<file path="config.mk">
export PLATFORM = sky130hd
export DESIGN_NAME = ccr_register_bank
export DESIGN_NICKNAME = d
export VERILOG_FILES = /design/src/inc/ccr_pkg.sv /design/src/verilog/ccr_serial_port.sv /design/src/verilog/ccr_register_bank.sv
export SDC_FILE = /design/constraint.sdc
export NUM_CORES = 2
export LEC_CHECK = 0
export BUFFER_PORTS_ARGS = -buffer_cell sky130_fd_sc_hd__buf_4
export CORE_MARGIN = 2
export CORE_UTILIZATION = 30
export CTS_BUF_LIST = sky130_fd_sc_hd__clkbuf_4 sky130_fd_sc_hd__clkbuf_8 sky130_fd_sc_hd__clkbuf_16
export CTS_CLUSTER_SIZE = 8
export DETAILED_ROUTE_END_ITERATION = 16
export SYNTH_ARGS = -nofsm -noshare
export SYNTH_HDL_FRONTEND = slang
export SYNTH_SLANG_ARGS = --single-unit
export TNS_END_PERCENT = 1
</file>
<file path="constraint.sdc">
create_clock -name mclk -period 18.8 [get_ports mclk]
set_input_delay 3.76 -clock mclk [delete_from_list [all_inputs] [get_ports mclk]]
set_output_delay 3.76 -clock mclk [all_outputs]
set_load 0.03 [all_outputs]
</file>
<file path="src/inc/ccr_pkg.sv">
/*
 * Constants, field layouts, reset values and decode helpers shared by the
 * converter configuration register bank and its serial port engine.
 * Assumes a single 100 MHz clock domain and a synchronous active-high reset.
 */
// Notes on behaviour
// - The address space splits into chip setup 0x00-0x02, commit 0xff, converter functions 0x08-0x3a, link setup 0x60-0x78.
// - Every location is one byte, bit 7 being the most significant bit of its default value.
// - Any reset, hardware or soft, reloads the configuration registers with their defaults.
// - Locations 0x08-0x3a and 0x60-0x78 are double buffered and host writes reach only the shadow copy.
// - Writing 0x01 to 0xff copies every shadow byte into its active copy together, one cycle after the write strobe.
// - The commit bit clears itself after the copy so later reads return zero.
// - The input span select location 0x18 resets to 0x00, the default 1.75 V p-p span.
// - Serial transfers are most significant bit first after power-up, changed only through the port setup byte.
// - Each access opens with a 16-bit instruction whose bit 15 selects read or write, then byte-wide data words.
package ccr_pkg;

	localparam int ADDR_W       = 13;
	localparam int DATA_W       = 8;
	localparam int INSTR_W      = 16;
	localparam int IDX_W        = 7;
	localparam int FUNC_COUNT   = 51;
	localparam int LINK_COUNT   = 25;
	localparam int SHADOW_COUNT = 76;

	// register offsets and region bounds
	localparam logic [12:0] OFS_PORT_SETUP  = 13'h000;
	localparam logic [12:0] OFS_PART_ID     = 13'h001;
	localparam logic [12:0] OFS_SPEED_GRADE = 13'h002;
	localparam logic [12:0] OFS_POWER       = 13'h008;
	localparam logic [12:0] OFS_GLOBAL_CLK  = 13'h009;
	localparam logic [12:0] OFS_OUTPUT_MODE = 13'h014;
	localparam logic [12:0] OFS_SPAN_SELECT = 13'h018;
	localparam logic [12:0] OFS_COMMIT      = 13'h0ff;
	localparam logic [12:0] FUNC_LO         = 13'h008;
	localparam logic [12:0] FUNC_HI         = 13'h03a;
	localparam logic [12:0] LINK_LO         = 13'h060;
	localparam logic [12:0] LINK_HI         = 13'h078;

	// reset values
	localparam logic [7:0] PORT_SETUP_RESET  = 8'h18;
	localparam logic [7:0] POWER_RESET       = 8'h00;
	localparam logic [7:0] GLOBAL_CLK_RESET  = 8'h01;
	localparam logic [7:0] OUTPUT_MODE_RESET = 8'h01;
	localparam logic [7:0] SPAN_RESET        = 8'h00;
	localparam logic [7:0] OTHER_RESET       = 8'h00;
	localparam logic [7:0] COMMIT_RESET      = 8'h00;

	// field positions
	localparam int PS_LSB_HI   = 6;
	localparam int PS_SRST_HI  = 5;
	localparam int PS_SRST_LO  = 2;
	localparam int PS_LSB_LO   = 1;
	localparam int COMMIT_BIT  = 0;
	localparam int PWR_PIN_SEL = 5;
	localparam int GRADE_LO    = 4;
	localparam int INSTR_RW    = 15;
	localparam int INSTR_LEN_L = 13;

	localparam logic [1:0] PWR_NORMAL = 2'b00;
	localparam logic [1:0] PWR_FULL   = 2'b01;
	localparam logic [1:0] PWR_HOLD   = 2'b10;
	localparam logic [1:0] LEN_STREAM = 2'b11;

	typedef enum logic [1:0] {
		SP_INSTR,
		SP_DATA,
		SP_DONE
	} ccr_port_state_type;

	// true for a location held in the shadow/active pair
	function automatic logic in_shadow(input logic [12:0] a);
		return (a >= FUNC_LO && a <= FUNC_HI) || (a >= LINK_LO && a <= LINK_HI);
	endfunction

	// packs both shadowed regions into one dense index
	function automatic logic [6:0] shadow_index(input logic [12:0] a);
		logic [12:0] d;
		d = (a >= LINK_LO) ? (a - LINK_LO + 13'(FUNC_COUNT)) : (a - FUNC_LO);
		return d[6:0];
	endfunction

	// default of a shadowed location
	function automatic logic [7:0] shadow_default(input int idx);
		logic [12:0] a;
		a = (idx >= FUNC_COUNT) ? 13'(idx - FUNC_COUNT) + LINK_LO : 13'(idx) + FUNC_LO;
		case (a)
			OFS_POWER:       return POWER_RESET;
			OFS_GLOBAL_CLK:  return GLOBAL_CLK_RESET;
			OFS_OUTPUT_MODE: return OUTPUT_MODE_RESET;
			OFS_SPAN_SELECT: return SPAN_RESET;
			default:         return OTHER_RESET;
		endcase
	endfunction

endpackage

</file>
<file path="src/verilog/ccr_serial_port.sv">
/*
 * Three-wire serial control port engine: framing, instruction decode,
 * byte assembly and readback drive of the shared data pin.
 * Assumes sclk, sdio and the select line are asynchronous to mclk and that
 * sclk runs well below mclk / 8 so every edge is seen after synchronising.
 */
`timescale 1ns/1ps
module ccr_serial_port (
	input  wire logic               mclk,        // system clock
	input  wire logic               rst,         // synchronous reset
	input  wire logic               sclk,        // serial clock pin
	input  wire logic               select_active_low, // frame select pin
	input  wire logic               sdio_in,     // data pin, input side
	output logic                    sdio_out,    // data pin, output side
	output logic                    sdio_oe,     // data pin drive enable
	input  wire logic               lsb_first,   // bit order select
	output logic [ccr_pkg::ADDR_W-1:0] addr,     // current register address
	output logic [7:0]              wdata,       // byte to write
	output logic                    wr_stb,      // one-cycle write strobe
	input  wire logic [7:0]         rdata        // byte at addr
);
	import ccr_pkg::*;

	logic [2:0]         sclk_sync;
	logic [1:0]         sel_sync;
	logic [1:0]         din_sync;
	ccr_port_state_type state;
	logic [3:0]         bit_cnt;
	logic [15:0]        shreg;
	logic               is_read;
	logic [1:0]         len;
	logic [1:0]         byte_cnt;
	logic [7:0]         out_byte;

	wire                rise      = sclk_sync[1] & ~sclk_sync[2];
	wire                fall      = ~sclk_sync[1] & sclk_sync[2];
	wire                idle      = sel_sync[1];
	wire                din       = din_sync[1];
	wire [15:0]         next_shreg = lsb_first ? {din, shreg[15:1]} : {shreg[14:0], din};
	wire [15:0]         instr     = next_shreg;
	wire [7:0]          in_byte   = lsb_first ? next_shreg[15:8] : next_shreg[7:0];
	wire [2:0]          out_pos   = lsb_first ? bit_cnt[2:0] : 3'(7 - bit_cnt[2:0]);
	wire                last_byte = (len != LEN_STREAM) && (byte_cnt == len);
	wire [12:0]         next_addr = lsb_first ? addr + 13'h001 : addr - 13'h001;

	// pins pass two flops; the third stage only feeds edge detection
	always_ff @(posedge mclk) begin
		sclk_sync <= {sclk_sync[1:0], sclk};
		sel_sync  <= {sel_sync[0], select_active_low};
		din_sync  <= {din_sync[0], sdio_in};
	end

	always_ff @(posedge mclk) begin
		wr_stb <= 1'b0;
		if (rst || idle) begin
			state    <= SP_INSTR;
			bit_cnt  <= 4'h0;
			byte_cnt <= 2'b00;
			shreg    <= 16'h0000;
			is_read  <= 1'b0;
			len      <= 2'b00;
			addr     <= 13'h0000;
			wdata    <= 8'h00;
		end else if (rise) begin
			shreg   <= next_shreg;
			bit_cnt <= bit_cnt + 4'h1;
			case (state)
				SP_INSTR: begin
					if (bit_cnt == 4'hf) begin
						state   <= SP_DATA;
						bit_cnt <= 4'h0;
						is_read <= instr[INSTR_RW];
						len     <= instr[INSTR_LEN_L +: 2];
						addr    <= instr[ADDR_W-1:0];
					end
				end
				SP_DATA: begin
					if (bit_cnt == 4'h7) begin
						bit_cnt  <= 4'h0;
						byte_cnt <= byte_cnt + 2'b01;
						wdata    <= in_byte;
						wr_stb   <= ~is_read;
						if (last_byte)
							state <= SP_DONE;
						else
							addr <= next_addr;
					end
				end
				SP_DONE: bit_cnt <= 4'h0;
				default: state <= SP_INSTR;
			endcase
		end
	end

	// readback byte captured at each byte start; driven bit steps on falling sclk
	always_ff @(posedge mclk) begin
		if (rst || idle) begin
			out_byte <= 8'h00;
			sdio_out <= 1'b0;
			sdio_oe  <= 1'b0;
		end else begin
			if (state == SP_DATA && bit_cnt == 4'h0 && !rise)
				out_byte <= rdata;
			if (fall || !sdio_oe)
				sdio_out <= out_byte[out_pos];
			sdio_oe <= is_read && (state == SP_DATA);
		end
	end

	// a write strobe lands on the same edge as the addr advance, so for every byte but the last
	// the strobe sees the next address; only the last byte keeps its own (addr holds there)
endmodule

</file>
<file path="src/verilog/ccr_register_bank.sv">
/*
 * Configuration register bank of a serial-output converter: chip setup,
 * identification, speed grade, commit register and the double-buffered
 * converter function and link setup locations, with power mode decode.
 * Assumes the serial host keeps the framing of the three-wire port and that
 * the power-down pin is asynchronous to mclk.
 */
`timescale 1ns/1ps
module ccr_register_bank #(
	parameter logic [7:0] PART_ID    = 8'h5a,    // arbitrary identification value
	parameter logic [1:0] GRADE_CODE = 2'b10     // arbitrary speed grade value
) (
	input  wire logic                  mclk,              // system clock, 100 MHz
	input  wire logic                  rst,               // synchronous reset, active high
	input  wire logic                  sclk,              // serial clock pin
	input  wire logic                  select_active_low, // serial frame select, low active
	input  wire logic                  sdio_in,           // serial data pin, input side
	output logic                       sdio_out,          // serial data pin, output side
	output logic                       sdio_oe,           // serial data pin drive enable
	input  wire logic                  power_down_pin,    // external power-down pin
	output logic                       full_power_down,   // converter fully powered down
	output logic                       low_power_hold,    // converter in standby
	output logic                       lsb_first,         // serial bit order in force
	output logic                       commit_pulse,      // one-cycle shadow to active copy
	output logic [ccr_pkg::SHADOW_COUNT*8-1:0] active_image // active copies, index 0 in low byte
);
	import ccr_pkg::*;

	logic [7:0]  shadow [SHADOW_COUNT];
	logic [7:0]  active [SHADOW_COUNT];
	logic        soft_reset;
	logic        commit_bit;
	logic [1:0]  pin_sync;
	logic [12:0] addr;
	logic [7:0]  wdata;
	logic        wr_stb;
	logic [7:0]  rdata;

	// serial protocol engine
	ccr_serial_port u_port (
		.mclk              (mclk),
		.rst               (rst),
		.sclk              (sclk),
		.select_active_low (select_active_low),
		.sdio_in           (sdio_in),
		.sdio_out          (sdio_out),
		.sdio_oe           (sdio_oe),
		.lsb_first         (lsb_first),
		.addr              (addr),
		.wdata             (wdata),
		.wr_stb            (wr_stb),
		.rdata             (rdata)
	);

	wire         hit_port   = (addr == OFS_PORT_SETUP);
	wire         hit_id     = (addr == OFS_PART_ID);
	wire         hit_grade  = (addr == OFS_SPEED_GRADE);
	wire         hit_commit = (addr == OFS_COMMIT);
	wire         hit_shadow = in_shadow(addr);
	wire [6:0]   sh_idx     = shadow_index(addr);

	wire         wr_port    = wr_stb && hit_port;
	wire         wr_commit  = wr_stb && hit_commit;
	wire         wr_shadow  = wr_stb && hit_shadow;

	wire         reload     = rst || soft_reset;

	// mirrored flags, either nibble sets them
	wire         wr_lsb     = wdata[PS_LSB_HI] | wdata[PS_LSB_LO];
	wire         wr_srst    = wdata[PS_SRST_HI] | wdata[PS_SRST_LO];
	wire [7:0]   port_image = {1'b0, lsb_first, soft_reset, 1'b1, 1'b1, soft_reset, lsb_first, 1'b0};

	// byte-wide read image, unsupported locations read zero
	wire [7:0]   grade_image = 8'({GRADE_CODE, 4'h0});
	wire [7:0]   commit_image = 8'({commit_bit});
	assign rdata = hit_port   ? port_image :
	               hit_id     ? PART_ID :
	               hit_grade  ? grade_image :
	               hit_commit ? commit_image :
	               hit_shadow ? shadow[sh_idx] : 8'h00;

	// port setup flags; soft reset is self-clearing
	always_ff @(posedge mclk) begin
		if (rst) begin
			lsb_first  <= PORT_SETUP_RESET[PS_LSB_LO];
			soft_reset <= PORT_SETUP_RESET[PS_SRST_LO];
		end else if (soft_reset) begin
			lsb_first  <= PORT_SETUP_RESET[PS_LSB_LO];
			soft_reset <= 1'b0;
		end else if (wr_port) begin
			lsb_first  <= wr_lsb;
			soft_reset <= wr_srst;
		end
	end

	// commit bit set by host write of bit 0
	always_ff @(posedge mclk) begin
		if (reload)
			commit_bit <= COMMIT_RESET[COMMIT_BIT];
		else if (wr_commit && wdata[COMMIT_BIT])
			commit_bit <= 1'b1;
		else if (commit_bit)
			commit_bit <= 1'b0;
	end

	assign commit_pulse = commit_bit;

	// shadow and active pairs; each slot is its own little process
	genvar gi;
	generate
		for (gi = 0; gi < SHADOW_COUNT; gi++) begin : g_slot
			// span select and all others load defaults
			always_ff @(posedge mclk) begin
				if (reload)
					shadow[gi] <= shadow_default(gi);
				else if (wr_shadow && sh_idx == 7'(gi))
					shadow[gi] <= wdata;
			end
			always_ff @(posedge mclk) begin
				if (reload)
					active[gi] <= shadow_default(gi);
				else if (commit_bit)
					active[gi] <= shadow[gi];
			end
			assign active_image[gi*8 +: 8] = active[gi];
		end
	endgenerate

	// power-down pin is asynchronous, so two flops before the decode
	always_ff @(posedge mclk) begin
		if (rst)
			pin_sync <= 2'b00;
		else
			pin_sync <= {pin_sync[0], power_down_pin};
	end

	// mode decode from the active power byte and the synchronised pin
	wire [7:0]   power_act  = active[shadow_index(OFS_POWER)];
	wire [1:0]   power_mode = power_act[1:0];
	wire         pin_hold   = power_act[PWR_PIN_SEL];
	wire         next_full  = (power_mode == PWR_FULL) || (pin_sync[1] && !pin_hold);
	wire         next_hold  = !next_full && ((power_mode == PWR_HOLD) || (pin_sync[1] && pin_hold));

	// registered so the converter sees glitch-free power controls
	always_ff @(posedge mclk) begin
		if (rst) begin
			full_power_down <= 1'b0;
			low_power_hold  <= 1'b0;
		end else begin
			full_power_down <= next_full;
			low_power_hold  <= next_hold;
		end
	end

	// identification and grade are fixed, so writes to them fall through;
	// the host keeps open bits zero and leaves fully open locations alone,
	// so stored open bits are not masked here (saves a per-slot mask table)
	// relies on host zeroing
endmodule

</file>
==> insert_results.sql <==
INSERT INTO impl_metrics (metric_group, metric, value, unit) VALUES
('run_status', 'status', 'complete, no violations', ''),
('final_layout', 'layout.nets', '5037', ''),
('timing', 'final-hold-violation-count', '0', ''),
('die', 'design.die.area', '203500', 'um2'),
('yosys', 'synth_enable_flop_cells', '1216', ''),
('routing', 'detail_route.first_pass.iterations', '9', ''),
('pwr', 'leakagePower', '26.49', 'nW'),
('yosys', 'asyncSetResetFlopFracSynth', '0', '%'),
('cts', 'cts.root.buffer_cell', 'sky130_fd_sc_hd__clkbuf_16', ''),
('timing', 'final.setup_skew', '75.94', 'ps'),
('cts', 'cts-root-to-sink-buffers', '3', ''),
('critical_path', 'path_depth', '5', ''),
('worst_hold_path', 'worstHoldPathType', 'flip-flop to flip-flop', ''),
('critical_path', 'critPathMaxFanout', '209', ''),
('placement', 'place_hpwl', '160700', 'um'),
('yosys', 'synthesis.yosys.warnings', '0', ''),
('pwr', 'cellPowerDensity', '94.80', 'nW/um2'),
('timing', 'holdWs', '325.4', 'ps'),
('cts', 'cts_tree', 'done', ''),
('grt', 'grt_pass1_vias', '40959', ''),
('timing', 'maxSlewHeadroom', '10.08', '%'),
('die', 'coreArea', '199200', 'um2'),
('cts', 'postCtsResizedCells', '0', ''),
('final_layout', 'sequential_cell_area', '38000', 'um2'),
('timing', 'report.final.setup_viol', '0', ''),
('routing', 'drc_errors', '0', ''),
('cts', 'post-cts-setup-buffers', '0', ''),
('grt', 'maximum_number_of_pins_on_one_net_before_global_route_repair', '210', ''),
('final_layout', 'final_core_utilization', '36.26', '%'),
('yosys', 'synth-main-ff-cell', 'sky130_fd_sc_hd__edfxtp_1', ''),
('routing', 'final_antenna_net_count', '0', ''),
('cts', 'hold_buffers', '0', ''),
('routing', 'detailedRoute.firstIterationViolations', '5079', ''),
('die', 'initial_core_util', '30.10', '%'),
('grt', 'grt_first_pass_wirelength', '320500', 'um'),
('pwr', 'vdd.ir_drop.worst', '95.99', 'uV'),
('timing', 'slew_of_the_pin_with_the_lowest_slew_margin', '1335', 'ps'),
('critical_path', 'worst_setup_path_end_kind', 'flip-flop', ''),
('final_layout', 'filler_cell_count', '19059', ''),
('final_layout', 'syn_to_final_growth', '20.48', '%'),
('die', 'io-pin-count', '620', ''),
('placement', 'place.gp.congestion', '0.9188', ''),
('yosys', 'synth.top_cells.by_area', 'sky130_fd_sc_hd__edfxtp_1, sky130_fd_sc_hd__and3_1, sky130_fd_sc_hd__and2_1', ''),
('pwr', 'total_power', '6.849', 'mW'),
('cts', 'cts.htree.levels', '4', ''),
('job', 'maxCapViolCount', '0', ''),
('die', 'dieHeight', '451.1', 'um'),
('critical_path', 'crit_path_start_kind', 'input port', ''),
('placement', 'port_buffers', '619', ''),
('grt', 'antenna_found_initial', '10', ''),
('timing', 'period_share', '36.30', '%'),
('critical_path', 'crit_path_cell_trace', 'buf_4 -> nor2_4 -> buf_12 -> buf_4 -> o21ai_0', ''),
('timing', 'setup_tns', '0', 'ps'),
('final_layout', 'multiInputGateArea', '20190', 'um2'),
('yosys', 'synth.lib_cells_used.distinct', '93', ''),
('grt', 'grt.overflow.total', '0', ''),
('critical_path', 'top_family_by_delay_on_critical_path', 'buffers and inverters', ''),
('placement', 'pre_cts_ws', '11240', 'ps'),
('final_layout', 'fraction_of_final_layout_cells_sized_beyond_drive_strength_1', '22.82', '%'),
('routing', 'route.final.wire_length', '234900', 'um'),
('critical_path', 'critical_path.slowest_cell', 'sky130_fd_sc_hd__buf_4', ''),
('yosys', 'ys_seq_elements', '1289', ''),
('timing', 'setup_repair_after_global_routing_missed_its_margin', 'no', ''),
('critical_path', 'crit_buf_inv', '3', ''),
('routing', 'viasPerCell', '5.494', ''),
('routing', 'detailroute.via_count', '42482', ''),
('critical_path', 'worst_ep_required_time', '19140', 'ps'),
('critical_path', 'worst_stage_delay_on_the_critical_path', '1020', 'ps'),
('die', 'row_count', '164', ''),
('timing', 'period_needed', '6825', 'ps'),
('cts', 'tritoncts.num_buffers', '181', '');
area by class of cell:
type | count | share of cell area [%]
Antenna cell | 6 | 0.02078
Clock buffer | 212 | 6.600
Clock inverter | 21 | 0.5888
Inverter | 13 | 0.07447
Multi-Input combinational cell | 2812 | 27.94
Sequential cell | 1289 | 52.59
Tap cell | 2656 | 4.600
Timing Repair Buffer | 723 | 7.582
power breakdown:
| part | switching (mW) | total (mW) | leakage [nW] | internal, mW |
|---|---|---|---|---|
| clock | 1.26 | 3.04 | 2.55 | 1.78 |
| sequential | 0.120 | 3.39 | 12.3 | 3.27 |
| combinational | 0.288 | 0.414 | 11.7 | 0.125 |
| total | 1.67 | 6.85 | 26.5 | 5.18 |
cell usage after synthesis (all sizes together) (5+ instances only):
| cell type | count |
|---|---|
| and3 | 612 |
| ha | 11 |
| and2 | 540 |
| o22a | 8 |
| buf | 114 |
| a311oi | 5 |
| nand2 | 96 |
| edfxtp | 1216 |
| a211oi | 44 |
| a21o | 5 |
| nor3b | 5 |
| nor4 | 9 |
| nor2 | 143 |
| a222oi | 13 |
| or2 | 14 |
| o311ai | 6 |
| nand4 | 7 |
| a32oi | 6 |
| nand2b | 16 |
| nor2b | 24 |
| a22oi | 28 |
| o31ai | 7 |
| mux2 | 9 |
| a31oi | 14 |
| mux2i | 328 |
| o211ai | 18 |
| nand3 | 27 |
| o22ai | 165 |
| clkbuf | 326 |
| nor3 | 180 |
| dfxtp | 73 |
| o221ai | 52 |
| a221oi | 6 |
| a21oi | 95 |
| or3 | 23 |
| mux4 | 83 |
| o21ai | 154 |
| inv | 13 |
registers in the layout, indices dropped and copies added (netlist names):
register and count:
u_port.sdio_oe 1, lsb_first 1, active 608, pin_sync 2, full_power_down 1, u_port.is_read 1, u_port.state 2, commit_pulse 1
u_port.out_byte 8, soft_reset 1, low_power_hold 1, u_port.addr 13, u_port.sel_sync 2, u_port.wr_stb 1, u_port.din_sync 2, u_port.byte_cnt 2
u_port.sclk_sync 3, u_port.len 2, u_port.shreg 16, u_port.sdio_out 1, shadow 608, u_port.wdata 8, u_port.bit_cnt 4
stage by stage:
step / cells / cell area (um2)
after global routing: 7727 / 72240
after CTS: 7724 / 72220
final: 7732 / 72250
after floorplan: 4554 / 59970
after global placement: 7491 / 67020
after detailed placement: 7491 / 67020
final timing paths:
| path | from | end | slack (ps) |
|---|---|---|---|
| worst max-delay path | rst | shadow[39][5] | 11980 |
| worst min-delay path | u_port.din_sync[0] | u_port.din_sync[1] | 330 |
| worst max register to register | u_port.addr[1] | u_port.out_byte[6] | 12450 |
| worst min register to register | u_port.din_sync[0] | u_port.din_sync[1] | 330 |
per-layer routing:
| metal | track usage [%] | up-vias | share of wire (%) |
|---|---|---|---|
| li1 | - | 18265 | - |
| met1 | 26.73 | 21475 | 38 |
| met2 | 36.57 | 2261 | 48 |
| met3 | 4.956 | 479 | 8.2 |
| met4 | 12.89 | 2 | 6.4 |
| met5 | 0 | - | 0.0043 |
cell families after synthesis:
group	count (synthesis)	synth area share (%)
AND/OR/NAND/NOR	1710	17.01
flip-flops	1289	63.33
AO/OA/AOI/OAI	664	7.336
buffers and inverters	453	3.201
multiplexers	420	8.789
adder cells (fa/ha/maj)	11	0.2295
XOR/XNOR	7	0.1022
cell usage in the layout, fill, tap and decap left out, drive strengths merged, types with 18 or more instances in the layout:
master,netlist,routed
edfxtp,1216,1216
buf,114,723
and3,612,612
and2,540,540
mux2i,328,328
clkbuf,326,212
nor3,180,180
o22ai,165,165
o21ai,154,154
nor2,143,143
nand2,96,96
a21oi,95,95
mux4,83,83
dfxtp,73,73
o221ai,52,52
a211oi,44,44
a22oi,28,28
nand3,27,27
nor2b,24,24
or3,23,23
o211ai,18,18
(Power assumes the default switching activity.)
